--- src/cbn_defs.vh ---
// Constants for the branch-on-carry-clear and negate execution block.
// Assumes 16-bit instruction words and a 16-bit register file of eight registers.
`ifndef CBN_DEFS_VH
`define CBN_DEFS_VH
`define CBN_PC_STEP 16'h0002
`define CBN_BRC_OPC 7'h10
`define CBN_BRC_OPC_MSB 15
`define CBN_BRC_OPC_LSB 9
`define CBN_TRI_OPC_MSB 15
`define CBN_TRI_OPC_LSB 11
`define CBN_OFF_MSB 8
`define CBN_OFF_LSB 0
`define CBN_TRI_OPC 5'h03
`define CBN_TRI_SUB 2'h0
`define CBN_RD_MSB 10
`define CBN_RD_LSB 8
`define CBN_RA_MSB 7
`define CBN_RA_LSB 5
`define CBN_RB_MSB 4
`define CBN_RB_LSB 2
`define CBN_FN_MSB 1
`define CBN_FN_LSB 0
`define CBN_ZERO_REG 3'h0
`define CBN_SIGN_BIT 15
`define CBN_FLAG_N 3
`define CBN_FLAG_Z 2
`define CBN_FLAG_V 1
`define CBN_FLAG_C 0
`define CBN_PC_RESET 16'h0000
`define CBN_FLAGS_RESET 4'h0
`define CBN_RESULT_RESET 16'h0000
`define CBN_REG_RESET 16'h0000
`define CBN_REG1_RESET 16'h0001
`define CBN_REG2_RESET 16'h8000
`define CBN_REG3_RESET 16'h7fff
`define CBN_REG4_RESET 16'hffff
`endif

--- src/cbn_regfile.v ---
// Eight-entry 16-bit general-purpose register file with two read ports.
// Assumes a single clock; writes to the zero register are discarded.
`timescale 1ns/1ps
`include "cbn_defs.vh"
module cbn_regfile (
	input wire clk,
	input wire resetn,
	input wire clkEn,
	input wire [2:0] rdAddrA,
	input wire [2:0] rdAddrB,
	output wire [15:0] rdDataA,
	output wire [15:0] rdDataB,
	input wire wrEn,
	input wire [2:0] wrAddr,
	input wire [15:0] wrData
);
	reg [15:0] regs_q [0:7];

	// The zero register always reads zero so subtraction from it negates.
	assign rdDataA = (rdAddrA == `CBN_ZERO_REG) ? 16'h0000 : regs_q[rdAddrA];
	assign rdDataB = (rdAddrB == `CBN_ZERO_REG) ? 16'h0000 : regs_q[rdAddrB];

	always @(posedge clk or negedge resetn) begin
		if (!resetn) begin
			// There is no load path, so an all-zero file could only ever yield zero.
			regs_q[0] <= `CBN_REG_RESET;
			regs_q[1] <= `CBN_REG1_RESET;
			regs_q[2] <= `CBN_REG2_RESET;
			regs_q[3] <= `CBN_REG3_RESET;
			regs_q[4] <= `CBN_REG4_RESET;
			regs_q[5] <= `CBN_REG_RESET;
			regs_q[6] <= `CBN_REG_RESET;
			regs_q[7] <= `CBN_REG_RESET;
		end else if (clkEn && wrEn && wrAddr != `CBN_ZERO_REG) begin
			regs_q[wrAddr] <= wrData;
		end
	end
endmodule // cbn_regfile

--- src/cbn_exec.v ---
// Execution slice: conditional branch on carry clear and triadic subtract/negate.
// Assumes fetch memory answers an aligned word read with fetchValid held until accepted.
`timescale 1ns/1ps
`include "cbn_defs.vh"

// Contract
// - Carry clear: PC becomes PC plus 2 plus offset*2.
// - Same as higher-same; two fetches taken, one not.
// - Negate writes zero minus operand into destination.
// - Negative flag equals result bit 15.
// - Zero flag set when result is zero.
// - Overflow is source bit15 AND result bit15.
// - Carry is source bit15 OR result bit15.
// - Negate completes in one program fetch.
// - Fetch is aligned word read, one cycle minimum.
// - Taken branch refetches target; untaken one fetch.
module cbn_exec (
	input wire clk,
	input wire resetn,
	input wire clkEn,
	output wire fetchReq,
	output reg [15:0] fetchAddr,
	input wire fetchValid,
	input wire [15:0] fetchData,
	output wire [15:0] pcOut,
	output wire [3:0] flagsOut,
	output wire [15:0] resultOut,
	output wire retire,
	output wire illegal
);
	// A taken branch spends one extra fetch in the refill state.
	localparam ST_FETCH = 1'b0;
	localparam ST_REFILL = 1'b1;

	reg state_q;
	reg state_d;
	reg [15:0] pc_q;
	reg [15:0] pc_d;
	reg [3:0] flags_q;
	reg [3:0] flags_d;
	reg [15:0] result_q;
	reg [15:0] result_d;
	reg retire_q;
	reg retire_d;
	reg illegal_q;
	reg illegal_d;
	reg wrEn;
	wire [15:0] opA;
	wire [15:0] opB;
	wire [15:0] diff;
	wire isBrc;
	wire isSub;
	wire [8:0] relOff;
	wire [2:0] dstSel;
	wire [2:0] srcASel;
	wire [2:0] srcBSel;
	wire [3:0] subFlags;
	wire [15:0] pcSeq;
	wire [15:0] pcTarget;
	wire carryClear;

	// Word fetches are always aligned, so bit 0 of the address is forced low.
	function [15:0] cbn_align;
		input [15:0] a;
		begin
			cbn_align = {a[15:1], 1'b0};
		end
	endfunction

	// The 9-bit signed offset counts words, so it is sign-extended and doubled.
	function [15:0] cbn_offset9;
		input [8:0] off;
		begin
			cbn_offset9 = {{6{off[8]}}, off, 1'b0};
		end
	endfunction

	// Every instruction is one word, so the sequential successor is two bytes on.
	function [15:0] cbn_next;
		input [15:0] pc;
		begin
			cbn_next = pc + `CBN_PC_STEP;
		end
	endfunction

	// All seven opcode bits are compared; a shorter match would let the other
	// conditional branches alias onto this one.
	function cbn_is_brc;
		input [15:0] w;
		begin
			cbn_is_brc = w[`CBN_BRC_OPC_MSB:`CBN_BRC_OPC_LSB] == `CBN_BRC_OPC;
		end
	endfunction

	function cbn_is_sub;
		input [15:0] w;
		begin
			cbn_is_sub = w[`CBN_TRI_OPC_MSB:`CBN_TRI_OPC_LSB] == `CBN_TRI_OPC
				&& w[`CBN_FN_MSB:`CBN_FN_LSB] == `CBN_TRI_SUB;
		end
	endfunction

	// Flags after a subtract, packed N, Z, V, C from high to low.
	function [3:0] cbn_sub_flags;
		input [15:0] src;
		input [15:0] res;
		begin
			cbn_sub_flags[`CBN_FLAG_N] = res[`CBN_SIGN_BIT];
			cbn_sub_flags[`CBN_FLAG_Z] = res == 16'h0000;
			cbn_sub_flags[`CBN_FLAG_V] = src[`CBN_SIGN_BIT] & res[`CBN_SIGN_BIT];
			cbn_sub_flags[`CBN_FLAG_C] = src[`CBN_SIGN_BIT] | res[`CBN_SIGN_BIT];
		end
	endfunction

	// Field slices are named once so decode and operand selects cannot drift apart.
	assign isBrc = cbn_is_brc(fetchData);
	assign isSub = cbn_is_sub(fetchData);
	assign relOff = fetchData[`CBN_OFF_MSB:`CBN_OFF_LSB];
	assign dstSel = fetchData[`CBN_RD_MSB:`CBN_RD_LSB];
	assign srcASel = fetchData[`CBN_RA_MSB:`CBN_RA_LSB];
	assign srcBSel = fetchData[`CBN_RB_MSB:`CBN_RB_LSB];

	// Operand selects come straight from the fetched word, so reads settle in decode.
	cbn_regfile uRegs (
		.clk(clk),
		.resetn(resetn),
		.clkEn(clkEn),
		.rdAddrA(srcASel),
		.rdAddrB(srcBSel),
		.rdDataA(opA),
		.rdDataB(opB),
		.wrEn(wrEn),
		.wrAddr(dstSel),
		.wrData(diff)
	);

	// Negate is the triadic subtract with the zero register as minuend.
	assign diff = opA - opB;
	assign subFlags = cbn_sub_flags(opB, diff);
	// The target adder runs every cycle; only the carry test decides its use.
	assign carryClear = !flags_q[`CBN_FLAG_C];
	assign pcSeq = cbn_next(pc_q);
	assign pcTarget = pcSeq + cbn_offset9(relOff);

	// A fetch is requested in every cycle out of reset; the refill state discards one word.
	assign fetchReq = resetn;
	assign pcOut = pc_q;
	assign flagsOut = flags_q;
	assign resultOut = result_q;
	assign retire = retire_q;
	assign illegal = illegal_q;

	always @* begin
		fetchAddr = cbn_align(pc_q);
	end

	always @* begin
		state_d = state_q;
		pc_d = pc_q;
		flags_d = flags_q;
		result_d = result_q;
		retire_d = 1'b0;
		illegal_d = 1'b0;
		wrEn = 1'b0;
		case (state_q)
			ST_FETCH: begin
				if (fetchValid) begin
					if (isBrc) begin
						retire_d = 1'b1;
						// Flags are untouched by the branch in both outcomes.
						if (carryClear) begin
							pc_d = pcTarget;
							state_d = ST_REFILL;
						end else begin
							pc_d = pcSeq;
						end
					end else if (isSub) begin
						wrEn = 1'b1;
						retire_d = 1'b1;
						result_d = diff;
						pc_d = pcSeq;
						flags_d = subFlags;
					end else begin
						// Opcodes outside this slice are flagged and skipped.
						illegal_d = 1'b1;
						pc_d = pcSeq;
					end
				end
			end
			ST_REFILL: begin
				// Second fetch of a taken branch refills from the target.
				if (fetchValid) begin
					state_d = ST_FETCH;
				end
			end
			default: begin
				state_d = ST_FETCH;
			end
		endcase
	end

	// Every register holds while clkEn is low, so a stalled word cannot retire twice.
	always @(posedge clk or negedge resetn) begin
		if (!resetn) begin
			state_q <= ST_FETCH;
			pc_q <= `CBN_PC_RESET;
			flags_q <= `CBN_FLAGS_RESET;
			result_q <= `CBN_RESULT_RESET;
			retire_q <= 1'b0;
			illegal_q <= 1'b0;
		end else if (clkEn) begin
			state_q <= state_d;
			pc_q <= pc_d;
			flags_q <= flags_d;
			result_q <= result_d;
			retire_q <= retire_d;
			illegal_q <= illegal_d;
		end
	end
endmodule // cbn_exec

--- config.mk ---
export PLATFORM = sky130hd
export DESIGN_NAME = cbn_exec
export DESIGN_NICKNAME = d
export VERILOG_FILES = /design/src/cbn_regfile.v /design/src/cbn_exec.v
export VERILOG_INCLUDE_DIRS = /design/src
export SDC_FILE = /design/constraint.sdc
export NUM_CORES = 1
export LEC_CHECK = 0
export BUFFER_PORTS_ARGS = -buffer_cell sky130_fd_sc_hd__buf_4
export CORE_ASPECT_RATIO = 1.1
export CORE_MARGIN = 2
export CORE_UTILIZATION = 30
export CTS_CLUSTER_DIAMETER = 80
export DETAILED_ROUTE_END_ITERATION = 16
export PLACE_DENSITY_LB_ADDON = 0.05
export SLEW_MARGIN = 30
export SYNTH_ARGS = -nofsm -noshare
export SYNTH_HDL_FRONTEND = slang
export SYNTH_SLANG_ARGS = --single-unit
export TNS_END_PERCENT = 100
--- constraint.sdc ---
create_clock -name clk -period 3.1 [get_ports clk]
set_input_delay 0.465 -clock clk [delete_from_list [all_inputs] [get_ports clk]]
set_output_delay 0.465 -clock clk [all_outputs]
set_load 0.02 [all_outputs]
* Yosys cells after proc, flatten, opt, wreduce, memory -nomap -nowiden *
Index checks and enable logic that the tools add are counted.

word-level totals
  register bits after elaboration = 167
  input port bits = 20

cells by class
  bitwise logic cells = 7
  add/subtract/negate cells = 3
  $lt $le $gt $ge = 4
  eq/ne operators = 2
  multiplexer cells = 29
  reductions and logical operators = 11

operator list
  kind                                                                  number
  16-bit two-way mux                                                    9
  128-bit bitwise mux                                                   1
  16-bit binary-select mux with 3-bit select                            2
  16-bit demux with 3-bit select                                        1
  16-bit adder                                                          1
  16-bit by 2-bit adder with 16-bit output, second input constant       1
  16-bit logical NOT                                                    1
  16-bit subtractor                                                     1
  1-bit two-way mux                                                     15
  4-bit >= comparator, second input constant                            3
  3-bit inverter with 4-bit output                                      3
  7-bit by 5-bit == test with 1-bit output, second input constant       1
  3-bit logical NOT                                                     2
  5-bit by 2-bit == test with 1-bit output, second input constant       1
  5-bit AND reduction                                                   1
  1-bit logical AND                                                     4
  4-bit by 1-bit < comparator with 1-bit output, second input constant  1
  3-bit AND reduction                                                   1
  3-bit nonzero test                                                    1
  2-bit logical NOT                                                     1
  1-bit inverter                                                        2
  1-bit case mux with 2 select lines                                    1
  1-bit bitwise AND                                                     1
  1-bit bitwise OR                                                      1

* Longest topological paths before layout *
Gate-level depths: netlist (run 1).

  depth in word-level cells = 8
  depth in mapped cells = 17

* Cells and area by module *
From an unflattened synthesis (run 1), not the netlist that was laid out.

second synthesis, totals
  cells, all modules = 900
  area total of the unflattened synthesis = 9465.3 um2

by module, submodules not included
  module       sequential area each (um2)  cells each  instances  area an instance (um2)
  cbn_regfile  2844.0                      460         1          6055.8
  cbn_exec     925.9                       440         1          3409.5

* Least setup slack after synthesis (run 1) *
Ideal clock, no wire load.

  kind = input port to flip-flop
  start = input port fetchData[2]
  end = register uRegs.regs_q[15] in the netlist's numbering
  library setup time = 125 ps
  path buffers = 4
  setup slack = -800 ps
  cell stages on the path = 15
  data arrival time = 3775 ps
  cells stage by stage = buf_1 > buf_2 > mux4_2 > a21oi_1 > ha_1 > and3_1 > buf_6 > a31o_1 > o221a_1 > nor3_2 > o21bai_1 > a21oi_1 > xnor2_1 > buf_6 > mux2_2

between the ends
  word-level cells in the longest chain between the ends = 7
  elaborated cells on any way between the ends = 8
  those cells by class = 1 x add/sub; 5 x mux; 1 x bitwise; 1 x reduce/logical

RTL lines
  element                                                 line              source
  start, declared                                         cbn_exec.v:24     input wire [15:0] fetchData,
  3-bit inverter with 4-bit output (not written as such)  cbn_regfile.v:21  assign rdDataB = (rdAddrB == `CBN_ZERO_REG) ? 16'h0000 : regs_q[rdAddrB];
  16-bit binary-select mux with 3-bit select              cbn_regfile.v:21
  16-bit two-way mux (not written as such) (2 in series)  cbn_regfile.v:21
  16-bit two-way mux (*)                                  cbn_regfile.v:21
  16-bit subtractor (*)                                   cbn_exec.v:138    assign diff = opA - opB;
  128-bit bitwise mux (*)                                 cbn_regfile.v:35  regs_q[wrAddr] <= wrData;
  end signal, assigned by index                           cbn_regfile.v:35
  end, declared                                           cbn_regfile.v:17  reg [15:0] regs_q [0:7];

Every way passes the cells marked *; elsewhere a longest branch is shown, timed or not. The select of a mux whose other input is x is not followed.
A chain may end at the register's enable or synchronous reset.

* Final worst setup path (run 1) *
  start = register uRegs.regs_q[16] in the netlist's numbering
  end = register flags_q[2], in the netlist flagsOut[2]

between the ends
  word-level cells in the longest chain between the ends = 6
  elaborated cells on any way between the ends = 10
  those cells by class = 1 x add/sub; 8 x mux; 1 x reduce/logical

RTL lines
  element                                                        line                                source
  16-bit binary-select mux with 3-bit select (on tied branches)  cbn_regfile.v:20, cbn_regfile.v:21
  16-bit two-way mux (on tied branches) (3 in series)            cbn_regfile.v:20, cbn_regfile.v:21
  16-bit subtractor (*)                                          cbn_exec.v:138
  16-bit logical NOT (*)                                         cbn_exec.v:109                      cbn_sub_flags[`CBN_FLAG_Z] = res == 16'h0000;
  end signal, assigned                                           cbn_exec.v:207                      flags_q <= `CBN_FLAGS_RESET;
  end signal, assigned                                           cbn_exec.v:214                      flags_q <= flags_d;
  end, declared                                                  cbn_exec.v:39                       reg [3:0] flags_q;

Marked as above.

==> flow_metrics.py, run 1 <==
metrics = {
    "logic_synthesis": {
        "yosysSeqAreaShare_pct": 40.84,
        "synth.most_common_cell": "nand2_1",
        "synth.distinct_cells": 75,
        "yosysWarnings": 0,
        "synthTopCellsByCount": "146 x nand2_1, 116 x dfrtp_1, 101 x o21ai_0",
        "synth_top_area_cell": "dfrtp_1",
        "synth_top_area_share_pct": 31.45,
        "synth-seq-cells": 149,
        "synthCells": 925,
        "synth-edff-count": 0,
        "yosys-top-cells-area": "dfrtp_1 31%, dfstp_2 9.4%, mux4_2 8.1%, mux2_2 6.3%, nand2_1 5.9%",
        "syn_area_per_cell_um2": 9.978,
        "synth_area_um2": 9230,
        "async_flop_share_pct": 100.0,
        "synthFlopType": "dfrtp_1",
    },
    "critical_path": {
        "startpoint_type": "register",
        "r2r_start": "uRegs.regs_q[16]",
        "rrSetupSlack_ps": -100,
        "cp.arrival_ps": 3550,
        "crit_type": "reg2reg",
        "cp_max_fo": 3,
        "required_ps": 3440,
        "endpoint_kind": "register",
        "r2r_cells": 13,
        "r2r_end": "flagsOut[2]",
    },
    "run_status": {
        "status": "finished with violations",
        "violations": "negative setup slack",
    },
    "detailed_routing": {
        "drc": 0,
        "ant_nets": 0,
        "routed_wl_mm": 29.52,
        "wl_per_cell_um": 19.42,
        "drtIter0Drc": 353,
        "dr_total_vias": 7614,
        "drt-vias-per-instance": 5.009,
        "dr.pass1.iters": 6,
    },
    "worst_hold_path": {
        "worstHoldStart": "clkEn",
        "hold_depth": 2,
        "whs_endpoint": "illegal",
        "hold_class": "in2reg",
    },
    "place": {
        "gp_congestion": 0.8157,
        "post-place-cells": 1463,
        "dp_slack_ps": -758.8,
        "port_buffers": 72,
        "dpl.hpwl_mm": 20.04,
    },
    "finish": {
        "final_cell_count_no_fill": 1520,
        "utilization_pct": 40.50,
        "area_delta_synth_final_pct": 33.16,
        "insertedDiodeCount": 0,
        "nets": 1145,
        "drive_above_1_share_pct": 41.59,
    },
    "global_route": {
        "grt_overflow": 0,
        "grt_pass1_vias": 7865,
        "grt_pass1_wl_mm": 46.14,
        "grt_util_all_layers_pct": 18.87,
        "antenna_found_initial": 0,
        "grt_max_degree": 90,
    },
    "floorplanning": {
        "floorplan.initialDensity_pct": 30.42,
        "die_w_um": 171.2,
        "rows": 67,
        "io_pins": 75,
        "die-area_um2": 32190,
        "core_area_um2": 30350,
        "fp.dieH_um": 188.0,
    },
    "clock_tree": {
        "cts_tree": "built",
        "h-tree-depth": 4,
        "clk_path_buf_depth": 2,
        "clkSlewWorstSetupHoldPaths_ps": 70,
        "clockRootBuffer": "clkbuf_16",
        "numCtsBuffers": 17,
        "clk_latency_ps": 440,
        "clock-sinks": 149,
    },
    "flow_run": {
        "maxCapViolations": 0,
    },
    "sta": {
        "worst_slack_ps": -100.8,
        "hold-worst-slack_ps": 233.3,
        "finalMaxSlewViolations": 0,
        "finalCritPeriodShare_pct": 103.3,
        "relSlewSlack_pct": 57.91,
        "period_needed_ps": 3201,
        "final-hold-violation-count": 0,
        "setup_viol": 14,
        "skew_ps": 12.25,
        "rsz0062_at_grt": "true",
        "fmaxAchievable_mhz": 312.4,
        "worstMarginPinSlew_ps": 631.4,
    },
    "pwr": {
        "ir_drop_mv": 0.3867,
        "p_leak_uw": 0.005383,
        "cellPowerDensity_nw_per_um2": 476.3,
        "total_power_uw": 5854,
    },
}
what timing repair did:
action	in CTS	in global routing
hold buffers	1	0
cloned	2	1
setup endpoints to repair	42	44
setup buffers	15	9
endpoints found under the hold margin	8	0
gates resized for setup	50	43
pin swaps	26	24
kinds of logic (layout without fill, tap and decap cells):
family | Yosys count | count (layout) | share of synthesized area [%]
AOI/OAI and AO/OA | 270 | 270 | 17.45
and+or+nand+nor | 240 | 240 | 12.08
DFF | 149 | 149 | 40.84
muxes | 106 | 106 | 16.67
buffers and inverters | 88 | 268 | 4.636
xor gates and xnor gates | 39 | 39 | 3.782
adders and majority gates | 32 | 32 | 4.500
other | 1 | 2 | 0.04063
report_power, final:
part / switching (uW) / internal (uW) / leakage, uW / total, uW
Clock: 878 / 1250 / 0.000291 / 2120
Sequential: 71.4 / 2020 / 0.00193 / 2090
Combinational: 872 / 769 / 0.00316 / 1640
Total: 1820 / 4030 / 0.00538 / 5850
layout make-up:
class	count	area (um^2)
Timing Repair Buffer	227	1926
Fill cell	3065	18060
Sequential cell	149	3774
Tap cell	414	518.0
Clock buffer	23	478.0
Clock inverter	9	102.6
Multi-Input combinational cell	689	5459
Inverter	9	33.78
worst max-delay path by stage:
stage / start / endpoint / slack (ps) / depth (start not counted)
final: uRegs.regs_q[16] / flagsOut[2] / -100 / 13
after global routing: uRegs.regs_q[19] / flagsOut[2] / -260 / 14
after CTS: uRegs.regs_q[16] / flagsOut[2] / -100 / 13
after detailed placement: fetchData[5] / flagsOut[2] / -760 / 16
after global placement: fetchData[5] / flagsOut[3] / -730 / 15
after floorplan: fetchData[5] / uRegs.regs_q[79] / -370 / 16
layout by cell type, fill, tap and decap left out, drive strengths merged, types with 3 or more instances in the layout:
cell type	n
a2111oi	3
a211oi	17
a21o	5
a21oi	59
a22oi	17
a31oi	3
and3	10
buf	224
clkbuf	24
clkinv	7
dfrtp	116
dfstp	33
ha	30
inv	9
mux2	52
mux2i	21
mux4	33
nand2	146
nand2b	4
nand3	17
nand3b	3
nand4	3
nand4b	3
nor2	22
nor2b	4
nor3	5
nor3b	3
nor4	6
o21a	4
o21ai	136
or2	3
or3	4
or4	3
xnor2	19
xor2	20
per-stage QoR:
stage	TNS, ps	cell area (um^2)
after floorplan	-3815	9400
after global placement	-36160	11080
after detailed placement	-37960	11080
after CTS	-384.7	12010
after global routing	-2852	12290
final	-477.9	12290
state kept, by name, indices dropped and copies added, names as in the netlist:
signal,cells
pcOut,15
flagsOut,4
state_q,1
resultOut,15
retire,1
illegal,1
uRegs.regs_q,112
per-layer routing:
layer	vias to the layer above	track usage, %	wire length (um)
met1	3764	24.91	13610
met3	35	3.081	839
met2	124	31.75	14460
met4	0	5.476	619
li1	3691	-	-
met5	-	0	0
worst max-delay path, cell delays in order (launching register included):
cell,delay (ps)
dfrtp_1,400
mux4_2,490
a21oi_2,150
ha_2,220
fa_2,230
nand2b_4,150
a21oi_4,60
o31a_4,390
buf_4,150
o32ai_4,240
xnor2_2,120
nor4_2,150
nand4_1,160
o31ai_2,210
(Power assumes the default switching activity.)
==> run 2: changes to the inputs <==
CTS_BUF_LIST = sky130_fd_sc_hd__clkbuf_2 sky130_fd_sc_hd__clkbuf_4 sky130_fd_sc_hd__clkbuf_8   (was default)
SETUP_SLACK_MARGIN = 0.5   (was default)
==> run 2 against run 1 <==
  * The run still ends with negative setup slack left
  * Wire length shrank 0.34%
  * Design area grew 6.6%
  * Fmax is 0.28% lower
  * Register-to-register slack hardly changed
  * First-iteration DRC count fell by 1.7%
  * Die area is the same
  * Clock power fell by 25%
  * Sequential share of layout area decreased by 1.9 points
  * Combinational power up 29%
  * Count of clock-buffer cells in the layout fell by 3
  * Worst setup slack worse by 8.9 ps
  * Hold slack worse by 43 ps
  * Highest routed layer unchanged
==> flow_metrics.py, run 2 (synthesis results as in run 1) <==
metrics = {
    "pwr": {
        "switching_share_pct": 33.58,
        "p_leak_uw": 0.005734,
        "p_int_uw": 3857,
        "total_power_uw": 5806,
        "cellPowerDensity_nw_per_um2": 443.3,
        "p_seq_share_pct": 36.1,
        "comb_power_share_pct": 36.5,
        "power_frac_clock_pct": 27.4,
        "ir_drop_mv": 0.3706,
        "power_switching_uw": 1950,
    },
    "global_route": {
        "grt_pass1_vias": 8132,
        "antenna_found_initial": 0,
        "grt_pass1_wl_mm": 47.22,
        "grt_overflow": 0,
        "grt_max_degree": 48,
        "grt_util_all_layers_pct": 19.34,
    },
    "run_status": {
        "violations": "negative setup slack",
        "status": "finished with violations",
    },
    "detailed_routing": {
        "routed_wl_mm": 29.42,
        "wl_per_cell_um": 18.78,
        "dr_total_vias": 7779,
        "dr.pass1.iters": 4,
        "drt-vias-per-instance": 4.964,
        "ant_nets": 0,
        "drtIter0Drc": 347,
        "drc": 0,
    },
    "floorplanning": {
        "rows": 67,
        "fp.dieH_um": 188.0,
        "io_pins": 75,
        "die-area_um2": 32190,
        "floorplan.initialDensity_pct": 30.42,
        "die_w_um": 171.2,
        "core_area_um2": 30350,
    },
    "finish": {
        "finish.instance_area_um2": 13100,
        "nets": 1192,
        "final_cell_count_no_fill": 1567,
        "layout_commonest_cell": "buf_4",
        "drive_above_1_share_pct": 50.22,
        "largest-register": "uRegs.regs_q",
        "fill_cells": 3039,
        "largest_reg_flops": 112,
        "area_delta_synth_final_pct": 41.90,
        "insertedDiodeCount": 0,
        "layout_common_cells": "223 x buf_4, 141 x nand2_1, 111 x dfrtp_1, 53 x o21ai_0, 41 x a21oi_1",
    },
    "clock_tree": {
        "clk_path_buf_depth": 2,
        "clock-sinks": 149,
        "clockRootBuffer": "clkbuf_8",
        "numCtsBuffers": 17,
        "clk_latency_ps": 490,
        "h-tree-depth": 4,
        "clkSlewWorstSetupHoldPaths_ps": 100,
        "cts_tree": "built",
    },
    "sta": {
        "relSlewSlack_pct": 57.72,
        "rsz0062_at_grt": "true",
        "worstMarginPinSlew_ps": 634.2,
        "setup_viol": 30,
        "finalCritPeriodShare_pct": 103.5,
        "fmaxAchievable_mhz": 311.6,
        "final-hold-violation-count": 0,
        "hold-worst-slack_ps": 190.0,
        "period_needed_ps": 3210,
        "worst_slack_ps": -109.7,
        "finalMaxSlewViolations": 0,
        "skew_ps": 19.36,
        "finalSetupTns_ps": -1869,
    },
    "critical_path": {
        "endpoint_kind": "register",
        "crit_type": "reg2reg",
        "startpoint_type": "register",
        "cp.arrival_ps": 3570,
        "required_ps": 3460,
        "cp_max_fo": 8,
    },
    "place": {
        "post-place-cells": 1487,
        "port_buffers": 72,
        "dpl.hpwl_mm": 20.57,
        "place_area_um2": 11450,
        "gp_congestion": 0.8255,
    },
    "flow_run": {
        "maxCapViolations": 0,
    },
    "worst_hold_path": {
        "hold_class": "in2reg",
    },
}
-- run 2: path summary, 6_finish.rpt --
path                             startpoint           endpoint  slack (ps)  depth (start not counted)
setup / recovery            uRegs.regs_q[0]   uRegs.regs_q[30]        -110                         14
hold reg to reg            uRegs.regs_q[69]   uRegs.regs_q[69]         470                          2
hold / removal                        clkEn             retire         190                          2
min in group asynchronous            resetn    uRegs.regs_q[5]         460                          2
setup reg to reg            uRegs.regs_q[0]   uRegs.regs_q[30]        -110                         14
max in group asynchronous            resetn  uRegs.regs_q[107]        1670                          3
-- run 2: power groups by stage --
stage | combinational (uW) | sequential [uW] | clock (uW)
3_5_place_dp | 1540 | 2130 | 0
4_1_cts | 1800 | 2090 | 1650
3_3_place_gp | 1550 | 2130 | 0
2_1_floorplan | 900 | 2200 | 0
6_report | 2120 | 2100 | 1590
5_1_grt | 2290 | 2110 | 1730
-- run 2: timing repair --
item / in CTS / in global routing
endpoints found under the setup margin: 98 / 106
buffers inserted: 21 / 26
gates resized for setup: 105 / 104
hold buffers: 1 / 0
pin swaps: 52 / 71
hold endpoints to repair: 29 / 0
-- run 2: routing by layer --
| layer | routed length, um | share of wire (%) | up-vias | global-route usage (%) |
|---|---|---|---|---|
| met3 | 757 | 2.6 | 35 | 3.018 |
| met4 | 656 | 2.2 | 0 | 6.128 |
| met5 | 0 | 0 | - | 0 |
| met2 | 14820 | 50 | 120 | 32.99 |
| met1 | 13190 | 45 | 3842 | 25.02 |
| li1 | - | - | 3782 | - |
-- run 2: critical path, stage by stage, from the launching register on --
cell	delay [ps]
dfrtp_1	410
mux4_2	480
nand2_2	90
o21ai_2	50
ha_2	200
fa_2	370
nand2b_4	160
a21oi_4	150
o31a_4	220
o221ai_4	130
xnor2_2	160
buf_4	140
buf_4	120
buf_6	120
mux2_4	260
-- run 2: layout make-up --
class,instances,area [um^2],share of cell area [%]
clock inverters,12,128.9,0.9840
clock buffers,20,269.0,2.054
repair buffers,274,2395,18.28
inverters,9,36.28,0.2770
multi-input cells,689,5974,45.62
well taps,414,518.0,3.955
flip-flops and latches,149,3776,28.83
-- run 2: per-stage QoR --
stage	setup WS, ps	utilization [%]
after detailed placement	-884.8	37.73
after CTS	-101.4	41.00
after global routing	-277.2	43.16
after global placement	-887.4	37.73
final	-109.7	43.16
after floorplan	-371.3	-
